==> config.mk <==
export PLATFORM = sky130hd
export DESIGN_NAME = cps_sequencer
export DESIGN_NICKNAME = d
export VERILOG_FILES = /design/src/logic/cps_pkg.sv /design/src/logic/cps_sequencer.sv
export SDC_FILE = /design/constraint.sdc
export NUM_CORES = 1
export LEC_CHECK = 0
export CORE_UTILIZATION = 25
export DETAILED_ROUTE_END_ITERATION = 10
export DONT_BUFFER_PORTS = 1
export SYNTH_ARGS = -nofsm -noshare
export SYNTH_HDL_FRONTEND = slang
export SYNTH_SLANG_ARGS = --single-unit
==> constraint.sdc <==
create_clock -name clk_in -period 2.6 [get_ports clk_in]
set_clock_uncertainty 0.2 [all_clocks]
set_input_delay 0.65 -clock clk_in [delete_from_list [all_inputs] [get_ports clk_in]]
set_output_delay 0.65 -clock clk_in [all_outputs]
set_load 0.05 [all_outputs]
==> src/logic/cps_pkg.sv <==
package cps_pkg;

  // clock and timebase
  localparam int unsigned CPS_CLK_HZ      = 200_000_000;
  localparam int unsigned CPS_TICK_US     = 1000;
  localparam int unsigned CPS_TICK_CYCLES =
    (CPS_CLK_HZ / 1_000_000) * CPS_TICK_US;

  // delays in their own units, then in timebase ticks (rounded up)
  localparam int unsigned CPS_LAMP_MS     = 220;
  localparam int unsigned CPS_STOP_MS     = 400;
  localparam int unsigned CPS_RECYCLE_S   = 4;
  localparam int unsigned CPS_FLASH_MS    = 250;
  localparam int unsigned CPS_LAMP_TICKS  =
    (CPS_LAMP_MS * 1000 + CPS_TICK_US - 1) / CPS_TICK_US;
  localparam int unsigned CPS_STOP_TICKS  =
    (CPS_STOP_MS * 1000 + CPS_TICK_US - 1) / CPS_TICK_US;
  localparam int unsigned CPS_RECYCLE_TICKS =
    (CPS_RECYCLE_S * 1_000_000 + CPS_TICK_US - 1) / CPS_TICK_US;
  localparam int unsigned CPS_FLASH_TICKS =
    (CPS_FLASH_MS * 1000 + CPS_TICK_US - 1) / CPS_TICK_US;

  // register map, byte addresses
  localparam int unsigned CPS_ADDR_W      = 8;
  localparam logic [7:0]  CPS_ADDR_CTRL   = 8'h00;
  localparam logic [7:0]  CPS_ADDR_STAT   = 8'h04;
  localparam logic [7:0]  CPS_ADDR_SENSE  = 8'h08;
  localparam int unsigned CPS_CTRL_SOFT_OFF  = 0;
  localparam int unsigned CPS_CTRL_THERM_CLR = 1;
  localparam logic        CPS_CTRL_RST       = 1'b0;

  // sensed inputs, lsb last
  typedef struct packed {
    logic bus_on_n;
    logic bus_emergency_off_n;
    logic local_switch_on;
    logic airflow_ok;
    logic door_a_closed;
    logic door_b_closed;
    logic maintenance_bypass;
    logic line_good;
    logic ac_low_warning_n;
    logic bias_return_sense;
    logic driver_power_fail_n;
  } cps_sense_t;

  // driven outputs
  typedef struct packed {
    logic contactor_drive;
    logic switched_on_lamp;
    logic thermal_lamp;
    logic stack_gen_inhibit;
    logic inhibit_drivers_off;
    logic drive_power_good;
    logic cycle_timing_reset;
  } cps_drive_t;

  localparam cps_drive_t CPS_DRIVE_RST = 7'h0D;

  // synchroniser reset: every input at its safe idle level
  localparam cps_sense_t CPS_SENSE_RST = 11'h6E1;

  typedef enum logic [2:0] {
    CPS_OFF  = 3'b001,
    CPS_ON   = 3'b010,
    CPS_STOP = 3'b100
  } cps_state_t;

endpackage : cps_pkg

==> src/logic/cps_sequencer.sv <==
`timescale 1ns/10ps
module cps_sequencer
  import cps_pkg::*;
#(
  parameter int unsigned TICK_CYCLES   = CPS_TICK_CYCLES,
  parameter int unsigned LAMP_TICKS    = CPS_LAMP_TICKS,
  parameter int unsigned STOP_TICKS    = CPS_STOP_TICKS,
  parameter int unsigned RECYCLE_TICKS = CPS_RECYCLE_TICKS,
  parameter int unsigned FLASH_TICKS   = CPS_FLASH_TICKS
) (
  // clock and reset
  input  wire logic                  clk_in,
  input  wire logic                  rstn_in,
  // wishbone slave
  input  wire logic                  wb_cyc_in,
  input  wire logic                  wb_stb_in,
  input  wire logic                  wb_we_in,
  input  wire logic [CPS_ADDR_W-1:0] wb_adr_in,
  input  wire logic [3:0]            wb_sel_in,
  input  wire logic [31:0]           wb_dat_in,
  output logic      [31:0]           wb_dat_out,
  output logic                       wb_ack_out,
  // cabinet sensing and drive
  input  wire cps_sense_t            sense_in,
  output cps_drive_t                 drive_out
);

  localparam int NSYNC = $bits(cps_sense_t);

  // input synchronisers
  logic [NSYNC-1:0] sync_a;
  logic [NSYNC-1:0] sync_b;
  cps_sense_t       s;

  generate
    for (genvar i = 0; i < NSYNC; i++) begin : g_sync
      always_ff @(posedge clk_in or negedge rstn_in) begin
        if (!rstn_in) begin
          // idle levels, so no false trip just after reset
          sync_a[i] <= CPS_SENSE_RST[i];
          sync_b[i] <= CPS_SENSE_RST[i];
        end else begin
          sync_a[i] <= sense_in[i];
          sync_b[i] <= sync_a[i];
        end
      end
    end
  endgenerate

  assign s = cps_sense_t'(sync_b);

  // millisecond timebase
  logic [31:0] tick_cnt;
  logic        tick;

  assign tick = (tick_cnt == 32'(TICK_CYCLES - 1));

  always_ff @(posedge clk_in or negedge rstn_in) begin
    if (!rstn_in) begin
      tick_cnt <= 32'h0;
    end else if (tick) begin
      tick_cnt <= 32'h0;
    end else begin
      tick_cnt <= tick_cnt + 32'h1;
    end
  end

  // state and registers
  cps_state_t  state;
  cps_state_t  next_state;
  cps_drive_t  next_drive;
  logic        thermal_trip_latch;
  logic        off_latch;
  logic        permit_q;
  logic        soft_off;
  logic [15:0] stop_cnt;
  logic [15:0] recycle_cnt;
  logic [15:0] lamp_cnt;
  logic [15:0] flash_cnt;
  logic        flash_phase;

  // request and permit chain
  wire bus_on        = !s.bus_on_n;
  wire emergency     = !s.bus_emergency_off_n;
  wire on_request    = bus_on && s.local_switch_on;
  wire door_open     = !(s.door_a_closed && s.door_b_closed);
  wire powered       = (state != CPS_OFF);
  wire door_trip     = door_open && powered;
  wire trip          = (thermal_trip_latch || door_trip)
                       && !s.maintenance_bypass;
  wire on_permit     = on_request && !emergency && !trip
                       && !soft_off;
  wire on_command    = off_latch && on_permit;
  wire permit_fell   = permit_q && !on_permit;
  wire stop_done     = tick && (stop_cnt == 16'(STOP_TICKS - 1));
  wire recycle_done  = tick && (recycle_cnt == 16'(RECYCLE_TICKS - 1));
  wire lamp_lit      = (lamp_cnt == 16'(LAMP_TICKS));
  wire flash_wrap    = tick && (flash_cnt == 16'(FLASH_TICKS - 1));

  // bus decode
  wire wb_req        = wb_cyc_in && wb_stb_in && !wb_ack_out;
  wire wb_wr         = wb_cyc_in && wb_stb_in && wb_ack_out && wb_we_in;
  wire sel_ctrl      = (wb_adr_in == CPS_ADDR_CTRL);
  wire sel_stat      = (wb_adr_in == CPS_ADDR_STAT);
  wire sel_sense     = (wb_adr_in == CPS_ADDR_SENSE);
  wire ctrl_wr       = wb_wr && sel_ctrl && wb_sel_in[0];
  wire therm_clr     = ctrl_wr && wb_dat_in[CPS_CTRL_THERM_CLR];
  wire [31:0] stat_word = {20'h0, state, off_latch, on_permit,
                           drive_out};
  wire [31:0] rd_mux =
    sel_ctrl  ? {31'h0, soft_off} :
    sel_stat  ? stat_word :
    sel_sense ? {{(32 - NSYNC){1'b0}}, sync_b} : 32'h0;

  // sequencing
  always_comb begin
    next_state = state;
    unique case (state)
      CPS_OFF: begin
        if (on_command && s.line_good) begin
          next_state = CPS_ON;
        end
      end
      CPS_ON: begin
        if (!s.line_good) begin
          next_state = CPS_OFF;
        end else if (!on_permit) begin
          next_state = CPS_STOP;
        end
      end
      CPS_STOP: begin
        if (!s.line_good || stop_done) begin
          next_state = CPS_OFF;
        end
      end
    endcase
  end

  always_comb begin
    next_drive.contactor_drive     = (next_state != CPS_OFF);
    next_drive.switched_on_lamp    = lamp_lit &&
      (!s.maintenance_bypass || flash_phase);
    next_drive.thermal_lamp        = thermal_trip_latch;
    next_drive.stack_gen_inhibit   = !s.bias_return_sense ||
                                     !s.ac_low_warning_n;
    next_drive.inhibit_drivers_off = s.driver_power_fail_n ||
                                     !s.ac_low_warning_n;
    next_drive.drive_power_good    = s.ac_low_warning_n &&
                                     s.bias_return_sense;
    next_drive.cycle_timing_reset  = !s.ac_low_warning_n;
  end

  always_ff @(posedge clk_in or negedge rstn_in) begin
    if (!rstn_in) begin
      state     <= CPS_OFF;
      drive_out <= CPS_DRIVE_RST;
      permit_q  <= 1'b0;
    end else begin
      state     <= next_state;
      drive_out <= next_drive;
      permit_q  <= on_permit;
    end
  end

  // 400 ms hold before the contactor drops
  always_ff @(posedge clk_in or negedge rstn_in) begin
    if (!rstn_in) begin
      stop_cnt <= 16'h0;
    end else if (state != CPS_STOP) begin
      stop_cnt <= 16'h0;
    end else if (tick) begin
      stop_cnt <= stop_cnt + 16'h1;
    end
  end

  // off latch and recycle lockout; starts expired after reset
  always_ff @(posedge clk_in or negedge rstn_in) begin
    if (!rstn_in) begin
      off_latch   <= 1'b1;
      recycle_cnt <= 16'h0;
    end else if (permit_fell) begin
      off_latch   <= 1'b0;
      recycle_cnt <= 16'h0;
    end else if (!off_latch) begin
      if (recycle_done) begin
        off_latch <= 1'b1;
      end
      if (tick) begin
        recycle_cnt <= recycle_cnt + 16'h1;
      end
    end
  end

  // thermal trip: a fault in the clear cycle wins
  always_ff @(posedge clk_in or negedge rstn_in) begin
    if (!rstn_in) begin
      thermal_trip_latch <= 1'b0;
    end else if (!s.airflow_ok) begin
      thermal_trip_latch <= 1'b1;
    end else if (therm_clr) begin
      thermal_trip_latch <= 1'b0;
    end
  end

  // lamp delay, saturating; resolution is one tick
  always_ff @(posedge clk_in or negedge rstn_in) begin
    if (!rstn_in) begin
      lamp_cnt <= 16'h0;
    end else if (!s.local_switch_on) begin
      lamp_cnt <= 16'h0;
    end else if (tick && !lamp_lit) begin
      lamp_cnt <= lamp_cnt + 16'h1;
    end
  end

  always_ff @(posedge clk_in or negedge rstn_in) begin
    if (!rstn_in) begin
      flash_cnt   <= 16'h0;
      flash_phase <= 1'b0;
    end else if (flash_wrap) begin
      flash_cnt   <= 16'h0;
      flash_phase <= !flash_phase;
    end else if (tick) begin
      flash_cnt   <= flash_cnt + 16'h1;
    end
  end

  // register access, one wait state
  always_ff @(posedge clk_in or negedge rstn_in) begin
    if (!rstn_in) begin
      wb_ack_out <= 1'b0;
      wb_dat_out <= 32'h0;
      soft_off   <= CPS_CTRL_RST;
    end else begin
      wb_ack_out <= wb_req;
      wb_dat_out <= (wb_req && !wb_we_in) ? rd_mux : 32'h0;
      if (ctrl_wr) begin
        soft_off <= wb_dat_in[CPS_CTRL_SOFT_OFF];
      end
    end
  end

  // checks
  property p_bias_inhibit;
    @(posedge clk_in) disable iff (!rstn_in)
      !s.bias_return_sense |=> drive_out.stack_gen_inhibit
                               && !drive_out.drive_power_good;
  endproperty
  a_bias_inhibit: assert property (p_bias_inhibit)
    else $error("stack generators not inhibited without bias");

  property p_drv_absent;
    @(posedge clk_in) disable iff (!rstn_in)
      s.driver_power_fail_n |=> drive_out.inhibit_drivers_off;
  endproperty
  a_drv_absent: assert property (p_drv_absent)
    else $error("inhibit drivers not held off");

  property p_emergency;
    @(posedge clk_in) disable iff (!rstn_in)
      emergency |-> !on_permit ##1 (state != CPS_ON);
  endproperty
  a_emergency: assert property (p_emergency)
    else $error("emergency line did not stop the cabinet");

  property p_idle_off;
    @(posedge clk_in) disable iff (!rstn_in)
      (!bus_on && state == CPS_OFF) |=> !drive_out.contactor_drive;
  endproperty
  a_idle_off: assert property (p_idle_off)
    else $error("contactor driven with idle bus");

  property p_turn_on;
    @(posedge clk_in) disable iff (!rstn_in)
      (state == CPS_OFF && on_command && s.line_good)
        |=> state == CPS_ON && drive_out.contactor_drive;
  endproperty
  a_turn_on: assert property (p_turn_on)
    else $error("on command did not drive contactor");

  property p_latch_clear;
    @(posedge clk_in) disable iff (!rstn_in)
      permit_fell |=> !off_latch ##1 !on_command;
  endproperty
  a_latch_clear: assert property (p_latch_clear)
    else $error("off latch not cleared by permit fall");

  property p_lockout;
    @(posedge clk_in) disable iff (!rstn_in)
      (!off_latch && !recycle_done) |=> !off_latch;
  endproperty
  a_lockout: assert property (p_lockout)
    else $error("recycle lockout ended early");

  property p_stop_hold;
    @(posedge clk_in) disable iff (!rstn_in)
      (state == CPS_STOP && s.line_good && !stop_done)
        |=> drive_out.contactor_drive;
  endproperty
  a_stop_hold: assert property (p_stop_hold)
    else $error("contactor dropped before stop delay");

  property p_thermal;
    @(posedge clk_in) disable iff (!rstn_in)
      !s.airflow_ok |=> thermal_trip_latch ##1 drive_out.thermal_lamp;
  endproperty
  a_thermal: assert property (p_thermal)
    else $error("airflow fault not latched and shown");

  property p_ac_low;
    @(posedge clk_in) disable iff (!rstn_in)
      !s.ac_low_warning_n |=> drive_out.cycle_timing_reset
        && !drive_out.drive_power_good && drive_out.stack_gen_inhibit;
  endproperty
  a_ac_low: assert property (p_ac_low)
    else $error("ac low warning not acted on");

  property p_lamp_delay;
    @(posedge clk_in) disable iff (!rstn_in)
      !s.maintenance_bypass
        |=> drive_out.switched_on_lamp == $past(lamp_lit);
  endproperty
  a_lamp_delay: assert property (p_lamp_delay)
    else $error("switched-on lamp out of step with its delay");

  property p_switch_needed;
    @(posedge clk_in) disable iff (!rstn_in)
      (state == CPS_OFF && !s.local_switch_on)
        |=> !drive_out.contactor_drive;
  endproperty
  a_switch_needed: assert property (p_switch_needed)
    else $error("contactor driven without local switch");

  property p_release_stop;
    @(posedge clk_in) disable iff (!rstn_in)
      (state == CPS_ON && !bus_on && s.line_good)
        |=> state == CPS_STOP;
  endproperty
  a_release_stop: assert property (p_release_stop)
    else $error("released bus line did not start stopping");

  property p_thermal_off;
    @(posedge clk_in) disable iff (!rstn_in)
      (thermal_trip_latch && !s.maintenance_bypass) |-> !on_permit;
  endproperty
  a_thermal_off: assert property (p_thermal_off)
    else $error("thermal trip did not drop permit");

  property p_thermal_lamp;
    @(posedge clk_in) disable iff (!rstn_in)
      thermal_trip_latch |=> drive_out.thermal_lamp;
  endproperty
  a_thermal_lamp: assert property (p_thermal_lamp)
    else $error("thermal lamp dark with trip latched");

  property p_door_off;
    @(posedge clk_in) disable iff (!rstn_in)
      (door_open && powered && !s.maintenance_bypass) |-> !on_permit;
  endproperty
  a_door_off: assert property (p_door_off)
    else $error("open door did not drop permit");

endmodule : cps_sequencer

== Word-level counts from Yosys, hierarchy flattened ==
Cells that the tools add are included.

* Bits in registers: 146
* Bits in latches: 0
* Bits in writable memories: 0
* Bits in read-only memories: 0
* Input port bits: 60
* Output and inout port bits: 40
* Logic and storage cells: 134
* Memories: 0

* $add $sub $neg: 5
* $mul: 0
* Divide/modulo/power cells: 0
* Magnitude comparators: 0
* Eq/ne operators: 16
* Shift-type cells: 0
* Mux-type cells: 24
* Bitwise logic cells: 0
* Reduce and logical (&&, ||, !) cells: 47

{| class="wikitable"
|+ Operator list
! operator !! number
|-
| 16-bit two-way mux || 9
|-
| 16-bit by 1-bit adder with 16-bit output (second input constant) || 4
|-
| 12-bit two-way mux || 3
|-
| 32-bit by 1-bit adder with 32-bit output (second input constant) || 1
|-
| 16-bit by 8-bit equality test with 1-bit output (second input constant) || 2
|-
| 32-bit by 18-bit equality test with 1-bit output (second input constant) || 1
|-
| 32-bit two-way mux || 1
|-
| 1-bit logical AND || 24
|-
| 16-bit by 12-bit equality test with 1-bit output (second input constant) || 1
|-
| 16-bit by 9-bit equality test with 1-bit output (second input constant) || 1
|-
| 1-bit logical NOT || 13
|-
| 3-bit two-way mux || 4
|-
| 11-bit two-way mux || 1
|-
| 3-bit one-hot mux with 3 select lines || 1
|-
| 8-bit by 3-bit equality test with 1-bit output (second input constant) || 1
|-
| 8-bit by 4-bit equality test with 1-bit output (second input constant) || 1
|-
| 8-bit logical NOT || 1
|-
| 2-bit by 1-bit inequality test with 1-bit output (second input constant) || 3
|-
| 3-bit by 1-bit inequality test with 1-bit output (second input constant) || 2
|-
| 2-bit nonzero test || 3
|-
| 1-bit logical OR || 5
|-
| 1-bit two-way mux || 5
|-
| 3-bit by 1-bit equality test with 1-bit output (second input constant) || 1
|-
| 3-bit by 2-bit equality test with 1-bit output (second input constant) || 1
|-
| other kinds (3) || 3
|}

== Depth between registers and ports, before layout ==
* Depth in word-level cells: 13
* Depth in mapped cells: 10
* Gate-level depth less buffers: 7

== Worst setup path before layout ==
No wires, ideal clock.

* Path kind: register to register
* From: register tick_cnt[0]
* To: register flash_cnt[5]
* Setup time: 0.110 ns
* Data arrival time: 2.048 ns
* Data required time: 2.290 ns
* Slack: 0.242 ns
* Cell stages (with the launch flop): 11
* Path buffers: 4
* Clock period less this slack: 2.358 ns
* Cells stage by stage: dfrtp_1 ha_1 and4_1 buf_2 and2_0 buf_2 nand3_1 clkbuf_1 clkbuf_1 o21ai_0 o41ai_1

* Longest elaborated chain between the ends: 3
* Elaborated cells on any way between the ends: 4
* Classes of those cells: eq/ne (1); mux (1); reduce/logical (2)

{| class="wikitable"
|+ RTL lines
! item !! RTL line !! source
|-
| start: declaration || cps_sequencer.sv:53 || <nowiki>logic [31:0] tick_cnt;</nowiki>
|-
| start signal: assignment || cps_sequencer.sv:64 || <nowiki>tick_cnt <= tick_cnt + 32'h1;</nowiki>
|-
| 32-bit by 18-bit equality test with 1-bit output (*) || cps_sequencer.sv:56 || <nowiki>assign tick = (tick_cnt == 32'(TICK_CYCLES - 1));</nowiki>
|-
| 1-bit logical AND || cps_sequencer.sv:98 || <nowiki>wire flash_wrap = tick && (flash_cnt == 16'(FLASH_TICKS - 1));</nowiki>
|-
| 16-bit two-way mux / 2-bit nonzero test (equally long branches) || - ||
|-
| end signal: assignment || cps_sequencer.sv:224 || <nowiki>flash_cnt <= flash_cnt + 16'h1;</nowiki>
|-
| end: declaration || cps_sequencer.sv:79 || <nowiki>logic [15:0] flash_cnt;</nowiki>
|}

Every way passes the cells marked *; elsewhere a longest branch is shown, timed or not.
A chain may end at the register's enable or synchronous reset.

==> metrics.csv <==
metric;value;unit
vias in the first global route;4709;
GP Congestion;0.797;
wire length on met2;6680;um
CP most frequent cell;buf_4;
cell row count;60;
half-perimeter wire length after placement;9350;um
final setup violation count;0;
number of buffers added on ports;0;
Clk Latency, worst-skew pair;0.42;ns
worst-path maximum fanout;21;
clk sinks;146;
DP Area;0.00749;sq mm
ordered list of cells on the worst path;nor4b_4 -> nand4_1 -> buf_4 -> nor4_2 -> buf_4 -> a221o_1 -> or3b_1;
status;complete, but fails checks;
Leakage Power;3.39;nW
relative slew slack;58.1;%
Longest Clk Path Bufs;2;
Sequential Area;0.00367;sq mm
Hold WS;-0.280;ns
Cells after Synth;683;
Post-Syn Area;0.00697;sq mm
fin. max-slew vios;0;
post-synth top area share;46.3;%
DRT met1 WL;7050;um
Async S/R FF share, synth;100;%
Syn Area/Cell;10.2;sq um
top routing layer in use;met4;
Avg Vias per Cell;4.58;
Clk pwr share;54.5;%
Clk Tree Root Cell;clkbuf_16;
post-route cell area;0.00831;sq mm
pwr dens;643;mW/mm^2
antenna violations before repair;0;
drt wl/cell;13.0;um
slowest CP cell;dfrtp_1;
Worst EP arrival;2.52;ns
Starting Density;25.6;%
Layout Utilization;30.6;%
failing checks;hold timing;
final WL;14200;um
Setup CP Type;register to register;
Most used DFF post-synth;dfrtp_1;
Seq/Total Area, Yosys;52.7;%
Filler cells;2799;
combinational share of power;1.8;%
Max Cap Viol;0;
Worst R2R Path Depth;7;
Worst R2R Setup Slack;0.17;ns
n_diodes;0;
synth top area cells;dfrtp_1 (46%), dfstp_2 (6.4%), xnor2_1 (4.9%);
die area;0.0286;sq mm
startpoint types;register;
clk slew on worst S/H paths;0.07;ns
internal power;4.23;mW
CP Capture Type;register;
grt total ovfl;0;
GRT Total Usage;10.3;%
Setup TNS;0;ns
switching power;1.11;mW
Core Region;0.0272;sq mm
worst-margin pin slew;0.628;ns
Yosys cell types;60;
final worst path period share;93.3;%
initial drt markers;297;
Yosys reg bits;146;
I/O pin count;100;
commonest non-fill, non-tap cell in the layout;dfrtp_1;
maximum clock rate;0.412;GHz
CTS Buf Count;17;
Final Hold Fails;146;
CTS Hold Bufs;5;
unrepaired setup endpoints after global routing;no;
drt first pass iters;4;
Die Y;169;um
Tot Pwr;5.34;mW
TritonCTS clock tree;built;
H-tree Lvls;4;
Sequential Power Share;43.7;%
Crit path largest cell delay;0.44;ns
Routed Antenna Nets;0;
NumNets Final;775;
most frequent cells in the layout;dfrtp_1 (129), nor2_1 (66), nand2_1 (54), xnor2_1 (39), nand3_1 (38);
DRC Markers;0;
Max VDD drop;0.335;mV
HP Class;input pin to async pin;
largest net degree at the start of global routing;147;
area grow syn2layout;19.2;%
CP Data Required Time;2.70;ns
share of post-route cells with drive strength above 1;13.7;%
via count;5006;
fin crit period;2.43;ns
Post-synth EDFFs;0;
DR WL met3;284;um
Multi-input gate area;0.00310;sq mm
post-CTS setup buffer count;0;
cell taking the most area after synthesis;dfrtp_1;
sw frac;20.7;%
yosys warns;0;
first-pass GRT wire length;23900;um
Die W;169;um
## worst max-delay path, delay by kind of cell (launching register included)
family	cells	cell delay (ns)
simple gates	4	1.11
flops	1	0.44
buf+inv	2	0.40
compound gates	1	0.15
## cell type report
cell class                      count  area share, %
Tap cell                          372           5.60
Multi-Input combinational cell    490           37.3
Sequential cell                   146           44.2
Timing Repair Buffer               36           3.56
Clock buffer                       17           5.12
Clock inverter                     15           3.36
Inverter                           17          0.768
## stage by stage
step	std cells	worst slack [ns]	hold slack (ns)
3_3_place_gp	1056	0.0435	0.132
2_1_floorplan	702	0.242	0.131
3_5_place_dp	1056	0.0190	0.136
4_1_cts	1093	0.0284	-0.300
5_1_grt	1093	0.0185	-0.301
6_report	1093	0.174	-0.280
## registers in the layout (all words and copies together), names as in the netlist, 3 cells and up
name / cells
tick_cnt: 32
flash_cnt: 16
lamp_cnt: 16
recycle_cnt: 16
stop_cnt: 16
wb_dat_out: 12
s: 11
sync_a: 11
drive_out: 7
state: 3
## Yosys cell counts (all sizes together), types with 4 or more instances
cell	number
nand3	38
clkbuf	23
dfrtp	129
or3	9
dfstp	17
a22oi	10
inv	17
and2	13
o41ai	5
xnor2	39
nor4b	4
and3	17
mux2i	9
nor4	29
nand2	54
xor2	14
nand4	26
nor3	13
nor2	66
a21oi	19
o21ai	26
and4	11
buf	26
o31ai	6
nor2b	5
ha	7
nand2b	11
## what timing repair did
item	4_1_cts	5_1_grt
gates cloned	0	0
pin swaps	0	0
setup endpoints to repair	1	12
endpoints found under the hold margin	151	146
resized for setup	1	8
## path summary, 6_finish.rpt
path                               from            to
max                        tick_cnt[12]  drive_out[6]
min                             rstn_in   lamp_cnt[2]
max in group asynchronous       rstn_in  drive_out[0]
min reg2reg                   sync_a[8]          s[8]
min in group clk_in         sense_in[6]     sync_a[6]
max reg2reg                tick_cnt[12]  drive_out[6]
## metal layers
metal	GRT usage (%)	vias up
met5	0	-
met4	4.11	0
met3	1.71	13
met2	15.9	67
met1	14.3	2468
li1	-	2458
## power by group through the flow
stage	clock network, mW	logic [mW]	registers [mW]
final	2.91	0.0980	2.33
after global routing	3.06	0.103	2.33
after CTS	2.98	0.0976	2.33
after detailed placement	0	0.0910	2.37
after global placement	0	0.0903	2.37
after floorplan	0	0.110	2.37
## cells by family (layout without fill, tap and decap cells)
group                    after synthesis  in the layout  share of synthesized area, %
XOR/XNOR                              53             53                          6.66
flip-flops                           146            146                          52.7
AND/OR/NAND/NOR                      315            315                          24.9
other                                  1             20                        0.0538
multiplexers                          12             12                          1.78
AO/OA/AOI/OAI                         83             83                          7.88
adder cells (fa/ha/maj)                7              7                          1.26
buffers and inverters                 66             85                          4.72
(Power assumes the default switching activity.)
